## src/hw/sdac_pkg.sv

```systemverilog
/*
 * Package of the serial DAC control block: frame layout, command codes,
 * reset codes and the packed carriers shared by the design files.
 * Assumes nothing of its surroundings.
 */
package sdac_pkg;

    // Shift register and frame layout
    localparam int SHIFT_W = 32;
    localparam int WORD_W = 24;
    localparam int CMD_W = 4;
    localparam int CODE_W = 16;
    localparam int CMD_POS = 20;
    localparam int CODE_POS = 0;
    localparam int SYNC_DEPTH = 2;

    // Reset codes of the two variants
    localparam logic [15:0] CODE_ZERO = 16'h0000;
    localparam logic [15:0] CODE_MID = 16'h8000;

    // Command codes
    localparam logic [3:0] CMD_WRITE = 4'h0;
    localparam logic [3:0] CMD_UPDATE = 4'h1;
    localparam logic [3:0] CMD_WRITE_UPDATE = 4'h3;
    localparam logic [3:0] CMD_POWER_DOWN = 4'h4;
    localparam logic [3:0] CMD_NOP = 4'hF;

    // Decoded command
    typedef struct packed {
        logic write;
        logic update;
        logic power_down;
    } sdac_action_t;

    // Link pins after synchronisation
    typedef struct packed {
        logic sclk;
        logic sdata;
        logic select_load_n;
        logic async_update_n;
    } sdac_link_t;

endpackage

```

## src/hw/sdac_sync.sv

```systemverilog
/*
 * Two-flop synchroniser for the link pins into the system clock.
 * Assumes pins are asynchronous to clk_i and clear is asynchronous.
 */
`timescale 1ns/10ps
`default_nettype none
module sdac_sync
(
    input wire logic clk_i,
    input wire logic arst_n_i,
    input wire sdac_pkg::sdac_link_t pins_i,
    output var sdac_pkg::sdac_link_t sync_o
);

    sdac_pkg::sdac_link_t meta_reg;
    sdac_pkg::sdac_link_t sync_reg;

    // Idle values: clock low, strobe and update high
    always_ff @(posedge clk_i or negedge arst_n_i)
    begin
        if (!arst_n_i)
        begin
            meta_reg <= 4'h3;
            sync_reg <= 4'h3;
        end
        else
        begin
            meta_reg <= pins_i;
            sync_reg <= meta_reg;
        end
    end

    assign sync_o = sync_reg;

endmodule // sdac_sync
`default_nettype wire

```

## src/hw/sdac_core.sv

```systemverilog
/*
 * Control logic of a single-channel serial DAC: shift register, daisy
 * output, command decode, input and DAC registers, power-down state.
 * Assumes the link clock is far slower than clk_i (64 ns vs 5 ns) and
 * that clear and power-on reset both arrive on arst_n_i.
 */
// Function
// RL1 - Sample data in on each serial clock rise while select is low
// RL2 - Frames of 24 or 32 bits are both accepted
// RL3 - Data out shows bit from 32 rises earlier, changing on fall
// RL4 - Data out is always driven, never released
// RL5 - Serial clock ignored while select high; rise of select executes
// RL6 - Clear low resets all registers to zero or midscale code
// RL7 - Update falling with select high copies input to DAC register
// RL8 - Update falling with select low defers copy until select rises
// RL9 - Update pin low powers the DAC up regardless of state
// RL10 - Power-down command ignored while update pin is low
// RL11 - Power-up initialises registers to zero or midscale per variant
// RL12 - Word: command, four spare bits, sixteen data bits, MSB first
// RL13 - Commands: write, update, write and update, power down, no-op
// RL14 - Update copies input to DAC register and powers up
// RL15 - Power-down leaves input and DAC registers unchanged
// RL16 - Decode the last 24 bits shifted, dropping leading spare bits
// RL17 - Output enable inactive in power-down, active on any update
`timescale 1ns/10ps
`default_nettype none
module sdac_core
#(
    parameter bit MIDSCALE = 1'b0
)
(
    input wire logic clk_i,
    input wire logic arst_n_i,
    input wire logic sclk_i,
    input wire logic sdata_i,
    input wire logic select_load_n_i,
    input wire logic async_update_n_i,
    output logic sdata_o,
    output logic sdata_oe_o,
    output logic [15:0] dac_code_o,
    output logic [15:0] input_code_o,
    output logic out_enable_o,
    output logic powered_down_o
);

    localparam logic [15:0] RESET_CODE =
        MIDSCALE ? sdac_pkg::CODE_MID : sdac_pkg::CODE_ZERO;

    // Decode a command field into actions
    function automatic sdac_pkg::sdac_action_t decode_cmd(
        input logic [3:0] cmd
    );
        sdac_pkg::sdac_action_t a;
        a = '0;
        unique case (cmd)
            sdac_pkg::CMD_WRITE: a.write = 1'b1;
            sdac_pkg::CMD_UPDATE: a.update = 1'b1;
            sdac_pkg::CMD_WRITE_UPDATE:
            begin
                a.write = 1'b1;
                a.update = 1'b1;
            end
            sdac_pkg::CMD_POWER_DOWN: a.power_down = 1'b1;
            default: a = '0;
        endcase
        return a;
    endfunction

    sdac_pkg::sdac_link_t pins;
    sdac_pkg::sdac_link_t link;
    logic sclk_d_reg;
    logic sel_d_reg;
    logic upd_d_reg;
    logic sclk_rise;
    logic sclk_fall;
    logic sel_rise;
    logic upd_fall;
    logic [31:0] shift_reg;
    logic [15:0] input_reg;
    logic [15:0] dac_reg;
    logic pending_reg;
    logic power_down_reg;
    logic sdata_reg;
    logic oe_reg;
    logic enable_reg;
    logic [3:0] cmd_field;
    logic [15:0] code_field;
    sdac_pkg::sdac_action_t act;
    logic do_write;
    logic do_update;
    logic do_power_down;
    logic [15:0] input_next;

    assign pins.sclk = sclk_i;
    assign pins.sdata = sdata_i;
    assign pins.select_load_n = select_load_n_i;
    assign pins.async_update_n = async_update_n_i;

    // Pin synchronisers
    sdac_sync u_sync
    (
        .clk_i(clk_i),
        .arst_n_i(arst_n_i),
        .pins_i(pins),
        .sync_o(link)
    );

    // Delayed copies for edge detection
    always_ff @(posedge clk_i or negedge arst_n_i)
    begin
        if (!arst_n_i)
        begin
            sclk_d_reg <= 1'b0;
            sel_d_reg <= 1'b1;
            upd_d_reg <= 1'b1;
        end
        else
        begin
            sclk_d_reg <= link.sclk;
            sel_d_reg <= link.select_load_n;
            upd_d_reg <= link.async_update_n;
        end
    end

    // Edge strobes; serial clock rise gated by select, fall not gated
    assign sclk_rise = link.sclk & ~sclk_d_reg & ~link.select_load_n; // RL5
    assign sclk_fall = ~link.sclk & sclk_d_reg;
    assign sel_rise = link.select_load_n & ~sel_d_reg;
    assign upd_fall = ~link.async_update_n & upd_d_reg;

    // Serial shift register, 32 stages
    always_ff @(posedge clk_i or negedge arst_n_i)
    begin
        if (!arst_n_i)
        begin
            shift_reg <= 32'h0000_0000;
        end
        else if (sclk_rise)
        begin
            shift_reg <= {shift_reg[30:0], link.sdata}; // RL1
        end
    end

    // Daisy output retimed on the falling serial clock
    always_ff @(posedge clk_i or negedge arst_n_i)
    begin
        if (!arst_n_i)
        begin
            sdata_reg <= 1'b0;
        end
        else if (sclk_fall)
        begin
            sdata_reg <= shift_reg[sdac_pkg::SHIFT_W - 1]; // RL3
        end
    end

    // Data out enable held high from reset
    always_ff @(posedge clk_i or negedge arst_n_i)
    begin
        if (!arst_n_i)
        begin
            oe_reg <= 1'b1;
        end
        else
        begin
            oe_reg <= 1'b1; // RL4
        end
    end

    // Low 24 bits carry the word; any extra leading bits are dropped
    assign cmd_field = shift_reg[sdac_pkg::CMD_POS +: sdac_pkg::CMD_W]; // RL16
    assign code_field =
        shift_reg[sdac_pkg::CODE_POS +: sdac_pkg::CODE_W]; // RL12
    assign act = decode_cmd(cmd_field); // RL13

    // Actions taken on the rise of select; update also on update pin fall with select high
    assign do_write = sel_rise & act.write; // RL2
    assign input_next = do_write ? code_field : input_reg;
    assign do_update = (sel_rise & (act.update | pending_reg // RL8
        | ~link.async_update_n))
        | (upd_fall & link.select_load_n); // RL7
    assign do_power_down = sel_rise & act.power_down
        & link.async_update_n; // RL10

    // Input register
    always_ff @(posedge clk_i or negedge arst_n_i)
    begin
        if (!arst_n_i)
        begin
            input_reg <= RESET_CODE; // RL6 RL11
        end
        else
        begin
            input_reg <= input_next; // RL15
        end
    end

    // DAC register, loaded with the freshest input value
    always_ff @(posedge clk_i or negedge arst_n_i)
    begin
        if (!arst_n_i)
        begin
            dac_reg <= RESET_CODE; // RL6 RL11
        end
        else if (do_update)
        begin
            dac_reg <= input_next; // RL14
        end
    end

    // Deferred update while select is low
    always_ff @(posedge clk_i or negedge arst_n_i)
    begin
        if (!arst_n_i)
        begin
            pending_reg <= 1'b0;
        end
        else if (upd_fall & ~link.select_load_n)
        begin
            pending_reg <= 1'b1; // RL8
        end
        else if (sel_rise)
        begin
            pending_reg <= 1'b0;
        end
    end

    // Power-down state
    always_ff @(posedge clk_i or negedge arst_n_i)
    begin
        if (!arst_n_i)
        begin
            power_down_reg <= 1'b0;
        end
        else if (~link.async_update_n | do_update)
        begin
            power_down_reg <= 1'b0; // RL9 RL14
        end
        else if (do_power_down)
        begin
            power_down_reg <= 1'b1; // RL15
        end
    end

    // Output enable follows the power state
    always_ff @(posedge clk_i or negedge arst_n_i)
    begin
        if (!arst_n_i)
        begin
            enable_reg <= 1'b1;
        end
        else if (~link.async_update_n | do_update)
        begin
            enable_reg <= 1'b1; // RL17
        end
        else if (do_power_down)
        begin
            enable_reg <= 1'b0; // RL17
        end
    end

    // Output ports
    assign sdata_o = sdata_reg;
    assign sdata_oe_o = oe_reg;
    assign dac_code_o = dac_reg;
    assign input_code_o = input_reg;
    assign out_enable_o = enable_reg;
    assign powered_down_o = power_down_reg;

endmodule // sdac_core
`default_nettype wire

```

## config.mk

```make
export PLATFORM = sky130hd
export DESIGN_NAME = sdac_core
export DESIGN_NICKNAME = d
export VERILOG_FILES = /design/src/hw/sdac_pkg.sv /design/src/hw/sdac_sync.sv /design/src/hw/sdac_core.sv
export SDC_FILE = /design/constraint.sdc
export NUM_CORES = 1
export LEC_CHECK = 0
export ABC_AREA = 0
export BUFFER_PORTS_ARGS = -buffer_cell sky130_fd_sc_hd__buf_4
export CAP_MARGIN = 10
export CORE_MARGIN = 2
export CORE_UTILIZATION = 50
export DETAILED_ROUTE_END_ITERATION = 6
export PLACE_DENSITY_LB_ADDON = 0.25
export SETUP_SLACK_MARGIN = 0.05
export SYNTH_ARGS = -nofsm -noshare
export SYNTH_HDL_FRONTEND = slang
export SYNTH_SLANG_ARGS = --single-unit
```

## constraint.sdc

```tcl
create_clock -name clk_i -period 1.71 [get_ports clk_i]
set_input_delay 0.171 -clock clk_i [delete_from_list [all_inputs] [get_ports clk_i]]
set_output_delay 0.171 -clock clk_i [all_outputs]
set_load 0.05 [all_outputs]
```

# After elaboration in Yosys (flattened, before gate mapping)

Index checks and enable logic that the tools add are counted.

Bits of input ports: 6
Word-level logic and storage cells: 56
Bits in registers: 79
Output and inout port bits: 36

Multiplexer cells: 10
Equal/unequal tests: 3
Bitwise operators: 20
Reductions and logical operators: 5

Operators with widths:

| kind               | count |
|---|---|
| $mux 16            | 1 |
| $and 1x1->1        | 11 |
| $mux 1             | 9 |
| $not 1->1          | 5 |
| $eq 4x1->1 const B | 1 |
| $eq 4x2->1 const B | 1 |
| $eq 4x3->1 const B | 1 |
| $logic_not 4->1    | 1 |
| $or 1x1->1         | 4 |
| $reduce_bool 2->1  | 2 |
| $reduce_or 2->1    | 2 |

# Depth between registers and ports, before layout

Depth in word-level cells: 9
Gate-level depth with buffers: 6

# Hierarchy

A second synthesis with hierarchy kept.

Cells, all modules: 169
Area, all modules: 2981.6 um2

Modules (own cells, without submodules):

| module    | cells each | sequential area each (um2) | times used | area each (um2) |
|---|---|---|---|---|
| sdac_core | 161        | 1780.5                     | 1          | 2776.4 |
| sdac_sync | 8          | 205.2                      | 1          | 205.2 |

# Worst setup path after synthesis

Ideal clock, no wire load.

Path kind: flip-flop to flip-flop
From: register u_sync.sync_reg (netlist bit u_sync.sync_o[1])
To: register dac_reg[10], in the netlist dac_code_o[10]
Slack: -57 ps
Arrival time: 1642 ps
Data required time: 1585 ps
Cell stages (with the launch flop): 6
Cell sequence: dfstp_2 -> nor4b_4 -> a22o_2 -> buf_4 -> buf_4 -> mux2_4

Longest elaborated chain between the ends: 3
Elaborated cells on any way between the ends: 6
Classes of those cells: mux: 1; bitwise: 5

Ends and longest elaborated chain:

| what                                  | RTL line                           | RTL |
|---|---|---|
| from (decl)                           | sdac_sync.sv:16                    | `sdac_pkg::sdac_link_t sync_reg;` |
| from (signal assigned)                | sdac_sync.sv:29                    | `sync_reg <= meta_reg;` |
| $and 1x1->1                           | sdac_core.sv:128                   | `assign sel_rise = link.select_load_n & ~sel_d_reg;` |
| $and 1x1->1 (on tied branches)        | sdac_core.sv:177, sdac_core.sv:179 |  |
| $mux 16 or $or 1x1->1 (tied branches) | sdac_core.sv:178, sdac_core.sv:181 |  |
| to (signal assigned)                  | sdac_core.sv:207                   | `dac_reg <= input_next;` |
| to (decl)                             | sdac_core.sv:80                    | `logic [15:0] dac_reg;` |

Several ways; a longest one is shown, not always the timed one.
A chain may end at the register's enable or synchronous reset.

# Final worst setup path

From: register u_sync.sync_reg (netlist bit u_sync.sync_o[1])
To: register dac_reg[12], in the netlist dac_code_o[12]

Longest elaborated chain between the ends: 3
Elaborated cells on any way between the ends: 6
Classes of those cells: mux: 1; bitwise: 5

Ends and longest elaborated chain:

| what                     | RTL line         | RTL |
|---|---|---|
| $and 1x1->1              | sdac_core.sv:128 |  |
| $and 1x1->1              | sdac_core.sv:177 | `assign do_write = sel_rise & act.write;` |
| $mux 16                  | sdac_core.sv:178 | `assign input_next = do_write ? code_field : input_reg;` |
| named net input_next[12] | sdac_core.sv:92  | `logic [15:0] input_next;` |

The timed path passes the listed nets, and every way through them passes these cells.

==> report_table.html <==
<table>
<tr><th>Metric</th><th>Value</th></tr>
<tr><th colspan="2">Floorplanning</th></tr>
<tr><td>X dimension of the die</td><td>81.2 um</td></tr>
<tr><td>Effective utilization at floorplan</td><td>51.0%</td></tr>
<tr><td>Num rows</td><td>28</td></tr>
<tr><td>I/O pin total</td><td>42</td></tr>
<tr><td>Die Height</td><td>81.2 um</td></tr>
<tr><td>Core area</td><td>0.00585 mm2</td></tr>
<tr><td>Die ar.</td><td>0.00660 mm2</td></tr>
<tr><th colspan="2">Final layout</th></tr>
<tr><td>Number of flip-flops under the largest register name</td><td>32</td></tr>
<tr><td>Area growth from synthesis to layout</td><td>29.2%</td></tr>
<tr><td>Proportion of layout cells with a drive suffix above 1</td><td>62.4%</td></tr>
<tr><td>Antenna cells</td><td>0</td></tr>
<tr><td>Core occupancy in the finished layout</td><td>roughly two thirds</td></tr>
<tr><td>Number of nets in the layout</td><td>238</td></tr>
<tr><td>Non-filler instance count after layout</td><td>about 310</td></tr>
<tr><th colspan="2">Logic synthesis</th></tr>
<tr><td>Flip-flop and latch count after synthesis</td><td>79</td></tr>
<tr><td>Cell type with the highest aggregate area in the netlist</td><td>dfrtp_1</td></tr>
<tr><td>Top cells by area in the synthesized netlist</td><td>dfrtp_1 (60%), mux2_2 (17%), mux2_4 (10%)</td></tr>
<tr><td>Mux share of post-synthesis cell area</td><td>27.1%</td></tr>
<tr><td>XOR/XNOR share of the synthesized area</td><td>0.294%</td></tr>
<tr><td>Combinational family with the most area after synthesis</td><td>multiplexers</td></tr>
<tr><td>Post-synthesis simple-gate area fraction</td><td>between 2 and 3%</td></tr>
<tr><td>Area share of fa/ha/maj cells after synthesis</td><td>0%</td></tr>
<tr><td>Synth top area share</td><td>about three fifths</td></tr>
<tr><td>Number of enable flip-flop cells after synthesis</td><td>0</td></tr>
<tr><td>Synth Flop Type</td><td>dfrtp_1</td></tr>
<tr><td>Count leader, synth</td><td>dfrtp_1</td></tr>
<tr><td>Syn avg cell area</td><td>17.5 um2</td></tr>
<tr><td>Post-synthesis cell area</td><td>roughly 0.003 mm2</td></tr>
<tr><td>Fraction of the yosys area taken by sequential cells</td><td>around two thirds</td></tr>
<tr><td>Post-synthesis cell type count</td><td>23</td></tr>
<tr><td>Cells after synthesis</td><td>170</td></tr>
<tr><td>Post-synth ARST share</td><td>between 90% and 100%</td></tr>
<tr><td>Mapped Nets</td><td>between 150 and 200</td></tr>
<tr><td>Most frequent cells after synthesis</td><td>dfrtp_1 (72), mux2_2 (45), mux2_4 (20)</td></tr>
<tr><td>Yosys Warn Count</td><td>0</td></tr>
<tr><td>Compound-gate portion of the synthesized area</td><td>1.30%</td></tr>
<tr><th colspan="2">Power and ir drop</th></tr>
<tr><td>Power density over the cells</td><td>1450 mW/mm2</td></tr>
<tr><td>Proportion of power drawn by flip-flops and latches</td><td>42.0%</td></tr>
<tr><td>Reported net switching power</td><td>about 1.7 mW</td></tr>
<tr><td>Portion of total power attributed to combinational logic</td><td>26.5%</td></tr>
<tr><td>Static Leak</td><td>1.92 nW</td></tr>
<tr><td>Net switching fraction of the power</td><td>a little under a third</td></tr>
<tr><td>Worst ir drop on vdd</td><td>1070 uV</td></tr>
<tr><td>Pint</td><td>3.83 mW</td></tr>
<tr><td>Clock network fraction of design power</td><td>31.5%</td></tr>
<tr><th colspan="2">Route</th></tr>
<tr><td>1st-pass router iterations</td><td>4</td></tr>
<tr><td>Number of nets still failing antenna checks after routing</td><td>0</td></tr>
<tr><td>Aggregate routed wire length</td><td>5220 um</td></tr>
<tr><td>Number of vias after detailed routing</td><td>1573</td></tr>
<tr><td>Vias per cell</td><td>5.04</td></tr>
<tr><td>Average wire per cell in the routed design</td><td>between 15 and 20 um</td></tr>
<tr><td>DRC violation count after routing</td><td>0</td></tr>
<tr><td>Starting DRT DRC Count</td><td>77</td></tr>
<tr><th colspan="2">Critical path</th></tr>
<tr><td>Worst Path Max Fanout</td><td>8</td></tr>
<tr><td>Startpoint type of the worst setup path</td><td>flop</td></tr>
<tr><td>WS Path Type</td><td>reg -&gt; reg</td></tr>
<tr><td>R2R cell count</td><td>5</td></tr>
<tr><td>Endpoint required time on the critical path</td><td>1940 ps</td></tr>
<tr><td>Critical Path AT</td><td>~2000 ps</td></tr>
<tr><td>Kind of capture point of the worst setup path</td><td>flop</td></tr>
<tr><th colspan="2">Clock tree</th></tr>
<tr><td>Latest clock arrival within the worst-skew pair</td><td>350 ps</td></tr>
<tr><td>Number of clock buffers inserted by TritonCTS</td><td>9</td></tr>
<tr><td>Root Buffer Master</td><td>clkbuf_8</td></tr>
<tr><td># H-tree levels</td><td>3</td></tr>
<tr><td>Sink Count</td><td>79</td></tr>
<tr><td>Clock Pin Slew Worst Setup and Hold Paths</td><td>around 80 ps</td></tr>
<tr><td>Clock tree from TritonCTS</td><td>yes</td></tr>
<tr><td>Buffers from clock root to sink, at most</td><td>2</td></tr>
<tr><th colspan="2">STA</th></tr>
<tr><td>Setup repair after global routing missed its margin</td><td>yes</td></tr>
<tr><td>Final max-slew violation count</td><td>0</td></tr>
<tr><td>Final clock period utilization by the worst path</td><td>101%</td></tr>
<tr><td>Minimum setup slack in the final design</td><td>-10.9 ps</td></tr>
<tr><td>Setup violations, final</td><td>5</td></tr>
<tr><td>Hold_ws</td><td>354 ps</td></tr>
<tr><td>Final hold violations</td><td>0</td></tr>
<tr><td>Minimum clock period</td><td>1720 ps</td></tr>
<tr><td>Post-route clock skew</td><td>a little over 5 ps</td></tr>
<tr><td>Normalized max-slew margin</td><td>65.1%</td></tr>
<tr><td>Highest clock rate</td><td>581 MHz</td></tr>
<tr><td>Transition time of the tightest slew-check pin</td><td>516 ps</td></tr>
<tr><th colspan="2">Run</th></tr>
<tr><td>Max-cap violations</td><td>0</td></tr>
<tr><th colspan="2">GRT</th></tr>
<tr><td>Global-route met2 utilization</td><td>30.0%</td></tr>
<tr><td>First-pass GRT wire length</td><td>8350 um</td></tr>
<tr><td>Maximum number of pins on one net before global-route repair</td><td>43</td></tr>
<tr><td>Vias in the first global route</td><td>about 1700</td></tr>
<tr><td>Met3 Resource Use GR</td><td>5.67%</td></tr>
<tr><td>Met1 track utilization from global routing</td><td>20.5%</td></tr>
<tr><td>Global route hottest layer</td><td>met2</td></tr>
<tr><td>Gr ovfl total</td><td>0</td></tr>
<tr><td>Antenna violations before repair</td><td>0</td></tr>
<tr><td>GR Util All Layers</td><td>17.9%</td></tr>
<tr><th colspan="2">Min path</th></tr>
<tr><td>Hold-critical path depth</td><td>0</td></tr>
<tr><td>Class of the most critical hold timing path</td><td>reg -&gt; reg</td></tr>
<tr><th colspan="2">Status</th></tr>
<tr><td>Violated checks</td><td>setup timing</td></tr>
<tr><td>Run status</td><td>complete, but fails checks</td></tr>
<tr><th colspan="2">Placed design</th></tr>
<tr><td>Placed insts</td><td>286</td></tr>
<tr><td>Final weighted congestion of routability-driven global placement</td><td>0.708</td></tr>
<tr><td>Half-perimeter wire length of the detailed placement result</td><td>about 3200 um</td></tr>
<tr><td>Buffers on Ports</td><td>40</td></tr>
</table>
## area by class of cell
cell class                      count  area, um2
Fill cell                         414       2000
Sequential cell                    79       1990
Multi-Input combinational cell     82       1000
Timing Repair Buffer               57        502
Clock inverter                      7        135
Clock buffer                        9        124
Tap cell                           75       93.8
Inverter                            3       11.3
## placed cells by master, fill, tap and decap left out
| master | Yosys | final |
|---|---|---|
| xnor2_4 | 0 | 1 |
| buf_6 | 1 | 1 |
| o22ai_2 | 0 | 1 |
| nor2b_1 | 2 | 1 |
| clkbuf_8 | 0 | 9 |
| a21oi_1 | 1 | 1 |
| nor4b_4 | 1 | 1 |
| buf_16 | 0 | 1 |
| nor3_1 | 1 | 1 |
| dfstp_2 | 7 | 7 |
| conb_1 | 1 | 1 |
| a211o_1 | 1 | 1 |
| mux2_2 | 45 | 45 |
| o32ai_1 | 1 | 1 |
| nand2_4 | 1 | 1 |
| clkinv_2 | 0 | 3 |
| buf_4 | 3 | 47 |
| mux2_4 | 20 | 20 |
| buf_12 | 0 | 3 |
| nor3b_2 | 0 | 1 |
| bufinv_16 | 0 | 4 |
| nor2b_4 | 0 | 1 |
| nand2_8 | 0 | 1 |
| dfrtp_1 | 72 | 72 |
| inv_1 | 3 | 3 |
| nand2_1 | 1 | 1 |
| a22o_4 | 0 | 1 |
| nand2b_1 | 1 | 1 |
| dlygate4sd3_1 | 0 | 5 |
| nor4b_1 | 1 | 1 |
## critical path: stages, from the launching register on
cell and delay [ps]:
dfstp_2 540, nor4b_4 190, buf_6 170, nand2_4 120, mux2_4 340, mux2_4 250
## layer usage
metal  wire [um]  share of wire [%]  up-vias
li1            -                  -      722
met1        2230                 43      801
met2        2660                 51       38
met3         201                3.9       12
met4         122                2.3        0
met5           0                  0        -
## power groups by stage
| stage | Sequential (mW) | Clock [mW] | Combinational [mW] |
|---|---|---|---|
| 6_report | 2.34 | 1.76 | 1.48 |
| 5_1_grt | 2.38 | 1.88 | 1.54 |
| 4_1_cts | 2.34 | 1.79 | 1.49 |
| 3_5_place_dp | 2.37 | 0 | 1.45 |
| 3_3_place_gp | 2.35 | 0 | 1.42 |
| 2_1_floorplan | 2.97 | 0 | 0.387 |
## kinds of logic after synthesis
| kind of cell | Yosys count |
|---|---|
| compound gates | 5 |
| xor+xnor | 1 |
| buf+inv | 10 |
| flops | 79 |
| mux | 65 |
| other cells | 1 |
| simple gates | 9 |
## what timing repair did
| action | in CTS | in global routing |
|---|---|---|
| hold endpoints to repair | 38 | 0 |
| hold buffers | 5 | 0 |
| gates cloned | 2 | 0 |
| buffers inserted | 2 | 1 |
| pin swaps | 2 | 0 |
| resized for setup | 10 | 0 |
| setup endpoints to repair | 16 | 17 |
## per-stage QoR
stage / TNS [ps] / worst slack (ps) / instance area [um2] / power (mW)
final: -36.0 / -10.9 / 3850 / 5.58
after detailed placement: -803 / -58.3 / 3430 / 3.83
after floorplan: -411 / -41.1 / 2990 / 3.36
after global routing: -659 / -53.7 / 3850 / 5.80
after global placement: -295 / -26.1 / 3430 / 3.77
after CTS: -15.2 / -7.14 / 3850 / 5.62
## worst paths after layout
check	start	endpoint	slack, ps
min in group asynchronous	arst_n_i	pending_reg	360
max in group asynchronous	arst_n_i	shift_reg[6]	770
min	u_sync.meta_reg[3]	u_sync.sync_o[3]	350
max	u_sync.sync_o[1]	dac_code_o[12]	-10
min reg2reg	u_sync.meta_reg[3]	u_sync.sync_o[3]	350
max reg2reg	u_sync.sync_o[1]	dac_code_o[12]	-10
(Power assumes the default switching activity.)
